===== src/core/ext_start_pin_seq_pkg.sv =====
package ext_start_pin_seq_pkg;
  // register offsets (word addresses on the plain port)
  localparam logic [3:0] OFF_CTRL   = 4'h0;
  localparam logic [3:0] OFF_CMD    = 4'h1;
  localparam logic [3:0] OFF_DELAY  = 4'h2;
  localparam logic [3:0] OFF_STATUS = 4'h3;
  localparam logic [3:0] OFF_IRQ_ST = 4'h4;
  localparam logic [3:0] OFF_IRQ_MK = 4'h5;
  localparam logic [3:0] OFF_COUNT  = 4'h6;
  // control fields
  localparam int CTRL_REPEAT   = 0;
  localparam int CTRL_EXT_SRC  = 1;
  localparam int CTRL_FALLING  = 2;
  localparam int CTRL_AUTOSEND = 3;
  localparam logic [3:0] CTRL_RESET = 4'h1;
  // command fields (write one to act)
  localparam int CMD_ARM      = 0;
  localparam int CMD_SW_EXT_START_PIN  = 1;
  localparam int CMD_LOCAL    = 2;
  localparam int CMD_MEAS_END = 3;
  // interrupt fields
  localparam int IRQ_EXEC_ERR = 0;
  localparam int IRQ_MEAS_GO  = 1;
  localparam int IRQ_MEAS_END = 2;
  localparam int IRQ_WIDTH    = 3;
  // delay: units of 10 us, 0 .. 0.100 s
  localparam int DELAY_UNIT_NS = 10000;
  localparam int CLK_PERIOD_NS = 10;
  localparam int DELAY_MAX_S_X1000 = 100;
  localparam int DELAY_MAX_UNITS =
    DELAY_MAX_S_X1000 * 1000000 / DELAY_UNIT_NS;
  localparam int UNIT_CYCLES = DELAY_UNIT_NS / CLK_PERIOD_NS;
  localparam int DLY_W = 14;
  localparam int UNIT_W = 10;
  localparam logic [DLY_W-1:0] DELAY_MAX =
    DLY_W'(DELAY_MAX_UNITS);
  localparam logic [UNIT_W-1:0] UNIT_LAST =
    UNIT_W'(UNIT_CYCLES - 1);
  typedef enum logic [1:0] {
    ST_IDLE  = 2'b00,
    ST_WAIT  = 2'b01,
    ST_DELAY = 2'b11,
    ST_MEAS  = 2'b10
  } ext_start_pin_state_e;
endpackage


===== src/core/edge_pick.sv =====
`timescale 1ns/100ps
module edge_pick
  import ext_start_pin_seq_pkg::*;
(
  // clock and reset
  input  wire logic clk,
  input  wire logic rst_b,
  // pin and polarity
  input  wire logic pin,
  input  wire logic falling,
  // detected edge
  output logic      hit
);
  logic last_reg;
  logic hit_reg;
  wire  rise_w = pin & ~last_reg;
  wire  fall_w = ~pin & last_reg;
  wire  hit_next = falling ? fall_w : rise_w;
  always_ff @(posedge clk or negedge rst_b) begin
    if (!rst_b) begin
      last_reg <= 1'b0;
      hit_reg  <= 1'b0;
    end else begin
      last_reg <= pin;
      hit_reg  <= hit_next;
    end
  end
  assign hit = hit_reg;
endmodule // edge_pick


===== src/core/measurement_trigger_sequencer.sv =====
// Operation
// - with repeat on, every finished measurement goes back to trigger wait.
// - with repeat on and internal origin, triggers follow at once, free run.
// - with repeat off, a finished measurement goes to idle.
// - in idle all triggers are ignored until the block is armed again.
// - the arm command moves idle to trigger wait.
// - arm while repeat is on raises an execution error and changes nothing.
// - internal origin, repeat off: armed block triggers once, then idles.
// - external origin, repeat off: armed block waits, measures once, idles.
// - leaving remote control forces repeat on.
// - repeat accepts one or zero and reads back as on or off.
// - external origin accepts panel key, trigger pin or software trigger.
// - selecting external origin forces auto result sending off.
// - first delay is held from zero to 0.100 s and reads back as stored.
// - host picks rising or falling edge on the trigger pin.
//
// The strobed register port and the placing of the registers were left to the implementer.
`timescale 1ns/100ps
module measurement_trigger_sequencer
  import ext_start_pin_seq_pkg::*;
(
  // clock and reset
  input  wire logic        clk,
  input  wire logic        rst_b,
  // register port
  input  wire logic [3:0]  addr,
  input  wire logic [31:0] wdata,
  input  wire logic        wr,
  input  wire logic        rd,
  output logic [31:0]      rdata,
  // trigger inputs
  input  wire logic        ext_start_pin,
  input  wire logic        panel_start_key,
  // measurement engine
  input  wire logic        meas_done,
  output logic             meas_start,
  output logic             meas_busy,
  // status
  output logic             irq
);
  ext_start_pin_state_e state_reg, state_next;
  logic [3:0]       ctrl_reg, ctrl_next;
  logic [DLY_W-1:0] delay_reg;
  logic [DLY_W-1:0] dcnt_reg, dcnt_next;
  logic [UNIT_W-1:0] ucnt_reg, ucnt_next;
  logic [IRQ_WIDTH-1:0] ist_reg, ist_next;
  logic [IRQ_WIDTH-1:0] imk_reg;
  logic [15:0]      count_reg;
  logic [31:0]      rdata_reg, rdata_next;
  logic             start_reg, busy_reg, irq_reg, key_last_reg;

  function automatic logic hit(input logic [3:0] a, input logic [3:0] o,
                               input logic s);
    hit = s & (a == o);
  endfunction

  // decode
  wire wr_ctrl  = hit(addr, OFF_CTRL, wr);
  wire wr_cmd   = hit(addr, OFF_CMD, wr);
  wire wr_delay = hit(addr, OFF_DELAY, wr);
  wire wr_ist   = hit(addr, OFF_IRQ_ST, wr);
  wire wr_imk   = hit(addr, OFF_IRQ_MK, wr);
  wire cmd_arm  = wr_cmd & wdata[CMD_ARM];
  wire cmd_trg  = wr_cmd & wdata[CMD_SW_EXT_START_PIN];
  wire cmd_loc  = wr_cmd & wdata[CMD_LOCAL];
  wire cmd_end  = wr_cmd & wdata[CMD_MEAS_END];
  wire repeat_measure_setting = ctrl_reg[CTRL_REPEAT];
  wire ext_src  = ctrl_reg[CTRL_EXT_SRC];

  // trigger sources
  wire pin_hit;
  edge_pick u_pin (
    .clk     (clk),
    .rst_b   (rst_b),
    .pin     (ext_start_pin),
    .falling (ctrl_reg[CTRL_FALLING]),
    .hit     (pin_hit)
  );
  wire key_hit  = panel_start_key & ~key_last_reg;
  wire ext_ext_start_pin = pin_hit | key_hit | cmd_trg;
  wire ext_start_pin_go  = ext_src ? ext_ext_start_pin : 1'b1;
  wire done_w   = meas_done | cmd_end;
  wire arm_err  = cmd_arm & repeat_measure_setting;
  wire arm_ok   = cmd_arm & ~repeat_measure_setting;

  // control register next value
  logic [3:0] ctrl_wr;
  always_comb begin
    ctrl_wr = ctrl_reg;
    if (wr_ctrl) begin
      ctrl_wr = wdata[3:0];
    end
    if (ctrl_wr[CTRL_EXT_SRC]) begin
      ctrl_wr[CTRL_AUTOSEND] = 1'b0;
    end
    if (cmd_loc) begin
      ctrl_wr[CTRL_REPEAT] = 1'b1;
    end
    ctrl_next = ctrl_wr;
  end

  // state machine
  wire delay_zero = (delay_reg == '0);
  always_comb begin
    state_next = state_reg;
    dcnt_next  = dcnt_reg;
    ucnt_next  = ucnt_reg;
    unique case (state_reg)
      ST_IDLE: begin
        if (arm_ok) begin
          state_next = ST_WAIT;
        end
      end
      ST_WAIT: begin
        if (ext_start_pin_go) begin
          dcnt_next  = delay_reg;
          ucnt_next  = UNIT_LAST;
          state_next = delay_zero ? ST_MEAS : ST_DELAY;
        end
      end
      ST_DELAY: begin
        if (ucnt_reg != '0) begin
          ucnt_next = ucnt_reg - 1'b1;
        end else if (dcnt_reg == 14'h0001) begin
          state_next = ST_MEAS;
        end else begin
          ucnt_next = UNIT_LAST;
          dcnt_next = dcnt_reg - 1'b1;
        end
      end
      ST_MEAS: begin
        if (done_w) begin
          state_next = repeat_measure_setting ? ST_WAIT
                                              : ST_IDLE;
        end
      end
    endcase
  end
  wire enter_meas = (state_next == ST_MEAS) & (state_reg != ST_MEAS);
  wire leave_meas = (state_reg == ST_MEAS) & done_w;

  // interrupts
  wire [IRQ_WIDTH-1:0] ev = {leave_meas, enter_meas, arm_err};
  wire [IRQ_WIDTH-1:0] ist_clr = wr_ist ? wdata[IRQ_WIDTH-1:0] : '0;
  assign ist_next = (ist_reg & ~ist_clr) | ev;

  // read mux
  wire [DLY_W-1:0] wdly = wdata[DLY_W-1:0];
  wire dly_ok = (wdata[31:DLY_W] == '0) & (wdly <= DELAY_MAX);
  always_comb begin
    rdata_next = 32'h0000_0000;
    if (rd) begin
      unique case (addr)
        OFF_CTRL:   rdata_next = {28'h0, ctrl_reg};
        OFF_DELAY:  rdata_next = {18'h0, delay_reg};
        OFF_STATUS: rdata_next = {30'h0, state_reg};
        OFF_IRQ_ST: rdata_next = {29'h0, ist_reg};
        OFF_IRQ_MK: rdata_next = {29'h0, imk_reg};
        OFF_COUNT:  rdata_next = {16'h0, count_reg};
        default:    rdata_next = 32'h0000_0000;
      endcase
    end
  end

  always_ff @(posedge clk or negedge rst_b) begin
    if (!rst_b) begin
      state_reg <= ST_WAIT;
      ctrl_reg  <= CTRL_RESET;
      delay_reg <= '0;
      dcnt_reg  <= '0;
      ucnt_reg  <= '0;
      ist_reg   <= '0;
      imk_reg   <= '0;
      count_reg <= '0;
      rdata_reg <= '0;
      start_reg <= 1'b0;
      busy_reg  <= 1'b0;
      irq_reg   <= 1'b0;
      key_last_reg <= 1'b0;
    end else begin
      state_reg <= state_next;
      ctrl_reg  <= ctrl_next;
      if (wr_delay && dly_ok) begin
        delay_reg <= wdly;
      end
      dcnt_reg  <= dcnt_next;
      ucnt_reg  <= ucnt_next;
      ist_reg   <= ist_next;
      if (wr_imk) begin
        imk_reg <= wdata[IRQ_WIDTH-1:0];
      end
      if (enter_meas) begin
        count_reg <= count_reg + 16'h0001;
      end
      rdata_reg <= rdata_next;
      start_reg <= enter_meas;
      busy_reg  <= (state_next == ST_MEAS);
      irq_reg   <= |(ist_next & imk_reg);
      key_last_reg <= panel_start_key;
    end
  end

  assign rdata      = rdata_reg;
  assign meas_start = start_reg;
  assign meas_busy  = busy_reg;
  assign irq        = irq_reg;
endmodule // measurement_trigger_sequencer


===== config.mk =====
export PLATFORM = sky130hd
export DESIGN_NAME = measurement_trigger_sequencer
export DESIGN_NICKNAME = d
export VERILOG_FILES = /design/src/core/ext_start_pin_seq_pkg.sv /design/src/core/edge_pick.sv /design/src/core/measurement_trigger_sequencer.sv
export SDC_FILE = /design/constraint.sdc
export NUM_CORES = 1
export LEC_CHECK = 0
export CORE_MARGIN = 4
export CORE_UTILIZATION = 50
export DETAILED_ROUTE_END_ITERATION = 6
export DONT_BUFFER_PORTS = 1
export PLACE_DENSITY = 0.66
export SETUP_SLACK_MARGIN = 0.5
export SLEW_MARGIN = 20
export SYNTH_ARGS = -nofsm -noshare
export SYNTH_HDL_FRONTEND = slang
export SYNTH_SLANG_ARGS = --single-unit

===== constraint.sdc =====
create_clock -name clk -period 5.5 [get_ports clk]
set_input_delay 1.1 -clock clk [delete_from_list [all_inputs] [get_ports clk]]
set_output_delay 1.1 -clock clk [all_outputs]
set_load 0.01 [all_outputs]

==> run_results.csv, run 1 <==
group,metric,value,unit
run_status,status,"completed",
setup_path,ff2ff_path_depth,6,
detailed_routing,wl_per_cell,18.5,um
synthesis,synth-main-ff-cell,"dfrtp_1",
synthesis,synth_cell_types,61,
sta,grt_setup_unrepaired,"no",
clock_tree,clock_sinks,88,
synthesis,avgSynthCellArea,10.2,um2
clock_tree,clockBufferDepth,2,
grt,antenna_found_initial,0,
placement,io_buffers,0,
sta,relSlewSlack,0.302,
synthesis,yosysWarnings,0,
detailed_routing,drt_wl_total,10100,um
sta,tightest_slew,1.04,ns
floorplanning,die_h,103,um
sta,period_share,0.585,
sta,hold_viol,0,
detailed_routing,vias,3241,
synthesis,synth_top_family_by_area,"simple AND/OR/NAND/NOR gates",
placement,place_congestion,0.842,
clock_tree,tritoncts,"built",
synthesis,synth-adder-area-share,0.0140,
grt,grt_use_total,0.201,
floorplanning,die-area,10500,um2
cells_and_area,drive_gt1_frac,0.117,
synthesis,synth.area.top_cells,"dfrtp_1 (48%), mux2_2 (5.0%), xnor2_1 (4.3%)",
synthesis,yosys.area.top_type,"dfrtp_1",
synthesis,synth-edff-count,0,
detailed_routing,drtIter0Drc,121,
cells_and_area,fillers,768,
synthesis,yosys-top-cells-count,"dfrtp_1 (86), nor2_1 (50), nand2_1 (27), o21ai_0 (25), xnor2_1 (22)",
clock_tree,holdBufCountCts,0,
setup_path,crit_path_max_fanout,13,
placement,dp_hpwl,7240,um
clock_tree,cts.htree.levels,3,
power,ir_drop,0.193,mV
setup_path,worst_setup_path_start_kind,"input port",
grt,grt-ovfl-total,0,
floorplanning,die_w,103,um
cells_and_area,multi_input_area,2090,um2
sta,setup-violations-final,0,
cells_and_area,diodes,0,
sta,slew_viol_final,0,
detailed_routing,ant_nets,0,
clock_tree,cts_setup_buffers,0,
grt,grt_max_degree,89,
clock_tree,cts_buffers,9,
power,power,1350,uW
floorplanning,io_pins,78,
clock_tree,cts_resized,0,
synthesis,netlist_area,4470,um2
setup_path,criticalPathCategory,"input port to register",
setup_path,critPathRequiredTime,5.74,ns
setup_path,critical_path_arrival,3.46,ns
power,p_leak,0.00193,uW
synthesis,synth_top_area_share,0.482,
synthesis,ys_ff_latch,88,
cells_and_area,area_growth_syn_to_layout,3.61,%
sta,fin_tns_setup,0,ns
synthesis,synth_cells,439,
setup_path,cp-end-kind,"register",
grt,grt_pass1_vias,3220,
clock_tree,clock-root-buffer,"clkbuf_8",
detailed_routing,viasPerCell,5.96,
cells_and_area,fin_nets,479,
sta,finClkSkew,0.0107,ns
power,p_per_area,293,nW/um2
synthesis,yosysMostFrequentCell,"dfrtp_1",
floorplanning,start_util,0.512,
detailed_routing,drt_pass1_iterations,4,
clock_tree,clk_pin_slew,0.09,ns
synthesis,yosys.area_share.simple,0.214,
synthesis,synth.area.mux_share,0.0574,
sta,max_freq,311,MHz
grt,grt_pass1_wl,16400,um
synthesis,seq_area_frac_synth,0.493,
cells_and_area,register_area,2200,um2
detailed_routing,drc,0,
synthesis,synth-xor-area-share,0.0451,
floorplanning,rows,34,
clock_tree,clock_latency,0.35,ns
floorplanning,core,8720,um2
synthesis,synth-async-reset-ratio,1.00,
worst_hold_path,hold_path_class,"input port to asynchronous set/reset pin",
synthesis,synth-compound-area-share,0.123,
sta,min_period,3.22,ns
job,drv_cap,0,
[worst paths after layout]
kind,from,end,slack (ns)
hold / removal,rst_b,count_reg[12],0.43
max in group asynchronous,rst_b,ctrl_reg[0],4.84
min in group clk,ucnt_reg[0],ucnt_reg[0],0.49
setup reg to reg,state_reg[1],dcnt_reg[2],2.72
hold reg to reg,ucnt_reg[0],ucnt_reg[0],0.49
setup / recovery,addr[0],delay_reg[2],2.28
[through the flow]
step	cell area (um2)	hold WS [ns]	utilization	setup WS, ns	cells
3_3_place_gp	4450	0.456	0.510	1.66	528
4_1_cts	4630	0.415	0.531	1.94	544
3_5_place_dp	4450	0.466	0.510	1.56	528
6_report	4630	0.430	0.531	2.28	544
5_1_grt	4630	0.398	0.531	2.15	544
2_1_floorplan	4530	0.438	-	2.70	454
[report_power, final]
part / internal, uW / total, uW / switching, uW
Clock: 180 / 416 / 236
Sequential: 705 / 767 / 61.8
Combinational: 79.3 / 172 / 92.5
[layout by cell type, fill, tap and decap left out, types with 4 or more instances in the layout]
| cell | count |
|---|---|
| a21oi_1 | 17 |
| nor4b_1 | 4 |
| nor3_1 | 14 |
| ha_1 | 5 |
| clkbuf_8 | 10 |
| nand4_1 | 4 |
| or2_2 | 4 |
| nor4_1 | 10 |
| nand3_1 | 16 |
| nor2b_1 | 5 |
| nor2_1 | 50 |
| inv_1 | 6 |
| nand2b_1 | 6 |
| nand2_1 | 27 |
| o21ai_0 | 25 |
| and3_1 | 5 |
| a22oi_1 | 16 |
| dfrtp_1 | 86 |
| mux2_2 | 20 |
| nand3b_1 | 5 |
| conb_1 | 16 |
| and4_1 | 4 |
| a31oi_1 | 4 |
| o21ai_1 | 4 |
| xnor2_1 | 22 |
[worst max-delay path, cell delays in order]
cell	delay, ns
or2_2	0.30
nor2_1	0.62
and4_1	0.32
nand3_1	0.13
a21oi_2	0.57
mux2_2	0.41
[per-layer routing]
layer | wire length (um) | GRT usage | share of wire | vias up
met5 | 0 | 0 | 0 | -
met4 | 230 | 0.0696 | 0.023 | 0
met3 | 731 | 0.0670 | 0.073 | 19
met2 | 4690 | 0.312 | 0.47 | 93
met1 | 4400 | 0.267 | 0.44 | 1596
li1 | - | - | - | 1533
[final cells by class]
cell class / instances / area share
flip-flops and latches: 88 / 0.476
multi-input cells: 326 / 0.451
clock buffers: 11 / 0.0305
well taps: 108 / 0.0292
clock inverters: 5 / 0.00838
inverters: 6 / 0.00486
[cells by family (layout without fill, tap and decap cells)]
| logic type | Yosys count | after routing |
|---|---|---|
| AND/OR/NAND/NOR | 173 | 173 |
| flip-flops | 88 | 88 |
| AO/OA/AOI/OAI | 86 | 86 |
| buffers and inverters | 40 | 22 |
| XOR/XNOR | 23 | 23 |
| multiplexers | 23 | 23 |
| adder cells (fa/ha/maj) | 5 | 5 |
| other | 1 | 16 |
No activity file was read; power rests on OpenSTA's default activity.
==> run 2: changes to the inputs <==
--- a/config.mk
+++ b/config.mk
@@ -9,7 +9,7 @@
 export CORE_UTILIZATION = 50
 export DETAILED_ROUTE_END_ITERATION = 6
 export DONT_BUFFER_PORTS = 1
-export PLACE_DENSITY = 0.66
+export PLACE_DENSITY = 0.69
 export SETUP_SLACK_MARGIN = 0.5
 export SLEW_MARGIN = 20
 export SYNTH_ARGS = -nofsm -noshare
==> constraint.sdc (replaced) <==
create_clock -name clk -period 2.8 [get_ports clk]
set_input_delay 0.56 -clock clk [delete_from_list [all_inputs] [get_ports clk]]
set_output_delay 0.56 -clock clk [all_outputs]
set_load 0.01 [all_outputs]
==> run_results.csv, run 2 (synthesized netlist as in run 1, its figures left out) <==
group,metric,value,unit
cells_and_area,drive_gt1_frac,0.186,
setup_path,cp_slowest_cell,"or4_4",
floorplanning,die-area,10500,um2
setup_path,cp-end-kind,"register",
sta,min_period,2.26,ns
sta,max_freq,442,MHz
sta,hold_viol,86,
detailed_routing,wl_per_cell,17.7,um
sta,period_share,0.809,
run_status,violations,"negative hold slack",
floorplanning,rows,34,
floorplanning,core,8720,um2
power,p_seq_frac,0.536,
power,power.share.switching,0.291,
setup_path,crit_chain,"or4_4, or3b_4, o21ai_4, nand2b_4, buf_2, o21ai_0, o21ai_0",
cells_and_area,diodes,0,
detailed_routing,drt-met1-wl,4360,um
floorplanning,start_util,0.512,
power,p_leak,0.00209,uW
grt,grt_pass1_vias,3245,
detailed_routing,wl_met2,4760,um
sta,hold_ws,-0.117,ns
clock_tree,clock_sinks,88,
sta,setup-violations-final,0,
setup_path,worst_setup_path_start_kind,"register",
power,p_per_area,577,nW/um2
clock_tree,clock_latency,0.36,ns
grt,antenna_found_initial,0,
setup_path,critPathRequiredTime,3.05,ns
grt,grt-ovfl-total,0,
clock_tree,clock-root-buffer,"clkbuf_8",
sta,slew_viol_final,0,
setup_path,cp_slowest_stage_delay,0.59,ns
clock_tree,cts.htree.levels,3,
grt,grt_max_degree,89,
setup_path,crit_path_max_fanout,5,
grt,grt_pass1_wl,15800,um
job,drv_cap,0,
setup_path,criticalPathCategory,"register to register",
sta,tightest_slew,0.713,ns
power,p_switching,823,uW
setup_path,cp_common_cell,"o21ai_0",
sta,grt_setup_unrepaired,"yes",
grt,grt_use_total,0.193,
sta,finClkSkew,0.00761,ns
floorplanning,die_h,103,um
detailed_routing,vias,3357,
setup_path,critical_path_arrival,2.52,ns
power,internal_power,2000,uW
detailed_routing,top_layer_used,"met4",
sta,fin_tns_setup,0,ns
placement,dp_hpwl,6950,um
cells_and_area,area_growth_syn_to_layout,9.55,%
floorplanning,io_pins,78,
run_status,status,"complete, but fails checks",
clock_tree,clk_pin_slew,0.10,ns
clock_tree,cts_buffers,9,
cells_and_area,final_common_cell,"dfrtp_1",
cells_and_area,layout_common_cells,"dfrtp_1 (85), nor2_1 (50), nand2_1 (27)",
detailed_routing,drt_wl_total,10000,um
power,power_frac_clock,0.331,
placement,io_buffers,0,
power,ir_drop,0.402,mV
worst_hold_path,hold_path_class,"input port to asynchronous set/reset pin",
detailed_routing,ant_nets,0,
placement,place_congestion,0.841,
cells_and_area,fin_nets,499,
detailed_routing,wl_met3,741,um
power,combPwrFrac,0.133,
sta,relSlewSlack,0.519,
detailed_routing,drtIter0Drc,214,
clock_tree,tritoncts,"built",
detailed_routing,viasPerCell,5.95,
clock_tree,clockBufferDepth,2,
floorplanning,die_w,103,um
detailed_routing,drt_pass1_iterations,4,
detailed_routing,drc,0,
run 2: path summary, 6_finish.rpt:
| path | depth (start not counted) | slack (ns) | end | start |
|---|---|---|---|---|
| worst max-delay path | 7 | 0.54 | dcnt_reg[12] | ucnt_reg[6] |
| worst min-delay path | 0 | -0.12 | rdata[15] | rst_b |
| worst max register to register | 7 | 0.54 | dcnt_reg[12] | ucnt_reg[6] |
| worst min register to register | 1 | 0.47 | count_reg[15] | count_reg[15] |
| max in group asynchronous | 0 | 2.71 | state_reg[0] | rst_b |
| min in group clk | 0 | 0.22 | key_last_reg | panel_start_key |
run 2: power groups by stage:
| stage | Clock [uW] | Sequential [uW] | Combinational, uW |
|---|---|---|---|
| 2_1_floorplan | 0 | 1490 | 314 |
| 3_3_place_gp | 0 | 1530 | 324 |
| 3_5_place_dp | 0 | 1530 | 336 |
| 4_1_cts | 949 | 1510 | 357 |
| 5_1_grt | 999 | 1530 | 424 |
| 6_report | 933 | 1510 | 377 |
run 2: metrics by stage:
stage                     setup slack, ns  instances  utilization  cell area, um2  power, uW
final                               0.535        564        0.561            4900       2820
after global routing                0.391        564        0.561            4900       2950
after CTS                           0.516        556        0.547            4770       2810
after detailed placement            0.235        535        0.516            4500       1870
after global placement              0.235        535        0.516            4500       1850
after floorplan                     0.537        454            -            4530       1800
run 2: layer usage:
layer,vias up,track usage
met5,-,0
met1,1658,0.257
met2,106,0.309
met3,16,0.0528
met4,0,0.0626
li1,1577,-
run 2: layout make-up:
cell class              instances  area, um2
flip-flops and latches         88       2210
well taps                     108        135
clock buffers                   9        124
repair buffers                 20        163
clock inverters                 7       90.1
fillers                       765       3820
multi-input cells             326       2160
inverters                       6       22.5
run 2: what timing repair did:
action                                 CTS  global route
gates resized for setup                  9            19
setup endpoints to repair               32            43
gates cloned                             0             2
pin swaps                                5             3
setup buffers                            5             6
endpoints found under the hold margin   86            86
run 2: critical path, delay by kind of cell, from the launching register on:
family                 cells  cell delay [ns]
buffers and inverters      1             0.17
AOI/OAI and AO/OA          3             0.46
and+or+nand+nor            3             1.12
DFF                        1             0.41
==> run 3: changes to the inputs <==
--- a/config.mk
+++ b/config.mk
@@ -5,6 +5,7 @@
 export SDC_FILE = /design/constraint.sdc
 export NUM_CORES = 1
 export LEC_CHECK = 0
+export ABC_AREA = 1
 export CORE_MARGIN = 4
 export CORE_UTILIZATION = 50
 export DETAILED_ROUTE_END_ITERATION = 6
==> constraint.sdc (replaced) <==
create_clock -name clk -period 2 [get_ports clk]
set_input_delay 0.4 -clock clk [delete_from_list [all_inputs] [get_ports clk]]
set_output_delay 0.4 -clock clk [all_outputs]
set_load 0.01 [all_outputs]
==> run_results.csv, run 3 <==
group,metric,value,unit
power,p_per_area,569,nW/um2
sta,finClkSkew,0.0129,ns
floorplanning,io_pins,78,
sta,max_freq,529,MHz
cells_and_area,layout_common_cells,"nand2_1 (171), dfrtp_1 (83), inv_1 (70)",
clock_tree,clock_sinks,88,
run_status,violations,"negative hold slack",
cells_and_area,multi_input_area,2480,um2
cells_and_area,drive_gt1_frac,0.213,
floorplanning,start_util,0.521,
synthesis,yosys.area.top_type,"dfrtp_1",
synthesis,netlist_area,4900,um2
power,ir_drop,0.306,mV
setup_path,r2r-start,"dcnt_reg[1]",
detailed_routing,drtIter0Drc,189,
power,p_leak,0.00271,uW
sta,setup_ws,0.110,ns
sta,grt_setup_unrepaired,"yes",
sta,period_share,0.945,
synthesis,synth.area.top_cells,"dfrtp_1 (44%), nand2_1 (15%), inv_1 (5.6%)",
synthesis,ys_ff_latch,88,
floorplanning,die_w,107,um
detailed_routing,drt_wl_total,12000,um
clock_tree,clock-root-buffer,"clkbuf_8",
floorplanning,rows,35,
grt,antenna_found_initial,0,
grt,grt_max_degree,89,
sta,min_period,1.89,ns
clock_tree,clockBufferDepth,2,
grt,grt_use_total,0.210,
setup_path,cp_common_cell,"nand2_2",
cells_and_area,diodes,0,
job,drv_cap,0,
setup_path,cp-end-kind,"register",
clock_tree,cts_buffers,9,
grt,grt_pass1_vias,4017,
cells_and_area,area_growth_syn_to_layout,17.2,%
setup_path,cp-startpoint,"dcnt_reg[1]",
synthesis,yosysMostFrequentCell,"nand2_1",
floorplanning,die-area,11500,um2
placement,io_buffers,0,
synthesis,synth-edff-count,0,
worst_hold_path,hold_path_class,"input port to asynchronous set/reset pin",
synthesis,synth_cells,640,
setup_path,critical_path_arrival,2.20,ns
cells_and_area,register_area,2210,um2
cells_and_area,fillers,817,
clock_tree,clk_pin_slew,0.09,ns
cells_and_area,final_common_cell,"nand2_1",
synthesis,synth-async-reset-ratio,1.00,
setup_path,critPathRequiredTime,2.30,ns
setup_path,crit_chain,"inv_2, ha_4, nand2_2, nor2_1, nand2_1, o21ai_4, nand2_2, nor2_4, nand4_4, buf_6, clkinv_8, nand2_2, nand2_1",
detailed_routing,vias,4247,
setup_path,cp_slowest_stage_delay,0.41,ns
detailed_routing,viasPerCell,5.22,
synthesis,seq_area_frac_synth,0.449,
setup_path,cp_slowest_cell,"dfrtp_1",
clock_tree,cts.htree.levels,3,
placement,post_dp_cell_area,5010,um2
grt,grt-ovfl-total,0,
synthesis,yosys-top-cells-count,"nand2_1 (198), dfrtp_1 (86), inv_1 (73), nor2_1 (53), o21ai_0 (44)",
placement,dp_hpwl,8160,um
clock_tree,clock_latency,0.37,ns
detailed_routing,wl_per_cell,14.8,um
floorplanning,die_h,107,um
detailed_routing,ant_nets,0,
detailed_routing,drc,0,
sta,fin_tns_setup,0,ns
detailed_routing,drt_pass1_iterations,4,
grt,grt_pass1_wl,19300,um
floorplanning,core,9420,um2
clock_tree,tritoncts,"built",
setup_path,worst_setup_path_start_kind,"register",
setup_path,criticalPathCategory,"register to register",
cells_and_area,final_area,5750,um2
sta,slew_viol_final,0,
run_status,status,"complete, but fails checks",
synthesis,synth-main-ff-cell,"dfrtp_1",
sta,setup-violations-final,0,
sta,hold_ws,-0.276,ns
synthesis,synth_top_area_share,0.439,
setup_path,crit_path_max_fanout,7,
cells_and_area,fin_nets,727,
placement,dp_slack,0.0706,ns
placement,place_congestion,0.876,
synthesis,synth_cell_types,46,
sta,hold_viol,88,
synthesis,yosysWarnings,0,
synthesis,avgSynthCellArea,7.66,um2
-- run 3: kinds of logic after synthesis --
| family | share of synthesized area |
|---|---|
| AOI/OAI and AO/OA | 0.108 |
| and+or+nand+nor | 0.295 |
| xor gates and xnor gates | 0.0321 |
| other | 0.000765 |
| DFF | 0.449 |
| buffers and inverters | 0.101 |
| adders and majority gates | 0.0128 |
-- run 3: stage by stage --
| stage | hold WS (ns) | total power (uW) | instances | utilization |
|---|---|---|---|---|
| 6_report | -0.276 | 3270 | 813 | 0.611 |
| 5_1_grt | -0.303 | 3390 | 813 | 0.611 |
| 4_1_cts | -0.294 | 3290 | 800 | 0.585 |
| 3_5_place_dp | 0.109 | 2010 | 764 | 0.532 |
| 3_3_place_gp | 0.109 | 2010 | 764 | 0.532 |
| 2_1_floorplan | 0.104 | 2000 | 655 | - |
-- run 3: worst max-delay path: cells and delay by family, from the launching register on --
family          cells  cell delay (ns)
compound gates      1             0.19
buf+inv             3             0.37
simple gates        8             0.74
flops               1             0.41
fa+ha+maj           1             0.14
-- run 3: worst paths after layout --
| kind | end | slack [ns] | cells after the start |
|---|---|---|---|
| setup / recovery | count_reg[1] | 0.11 | 13 |
| hold / removal | dcnt_reg[11] | -0.28 | 0 |
| setup reg to reg | count_reg[1] | 0.11 | 13 |
| hold reg to reg | count_reg[14] | 0.52 | 2 |
| max in group asynchronous | state_reg[0] | 2.06 | 0 |
| min in group clk | u_pin.last_reg | 0.05 | 0 |
-- run 3: repair_timing --
action,4_1_cts,5_1_grt
cloned,4,0
buffers inserted,16,13
hold endpoints to repair,88,88
gates resized for setup,53,42
endpoints found under the setup margin,43,45
pin swaps,16,18
-- run 3: power by group --
group	total, uW	internal (uW)	switching, uW
Combinational	124	41.9	82.6
Sequential	1860	1820	34.1
Clock	1290	596	692
-- run 3: metal layers --
metal	vias up	part of all wire	GRT usage
li1	2090	-	-
met5	-	0	0
met3	26	0.053	0.0439
met2	132	0.51	0.358
met4	0	0.020	0.0612
met1	1999	0.42	0.269
-- run 3: layout make-up --
type / count / area share
clock inverter: 6 / 0.0131
inverter: 79 / 0.0564
sequential: 88 / 0.384
tap: 129 / 0.0281
multi-input combinational: 459 / 0.431
timing repair inverter: 3 / 0.00544
timing repair buffer: 39 / 0.0596
clock buffer: 10 / 0.0222
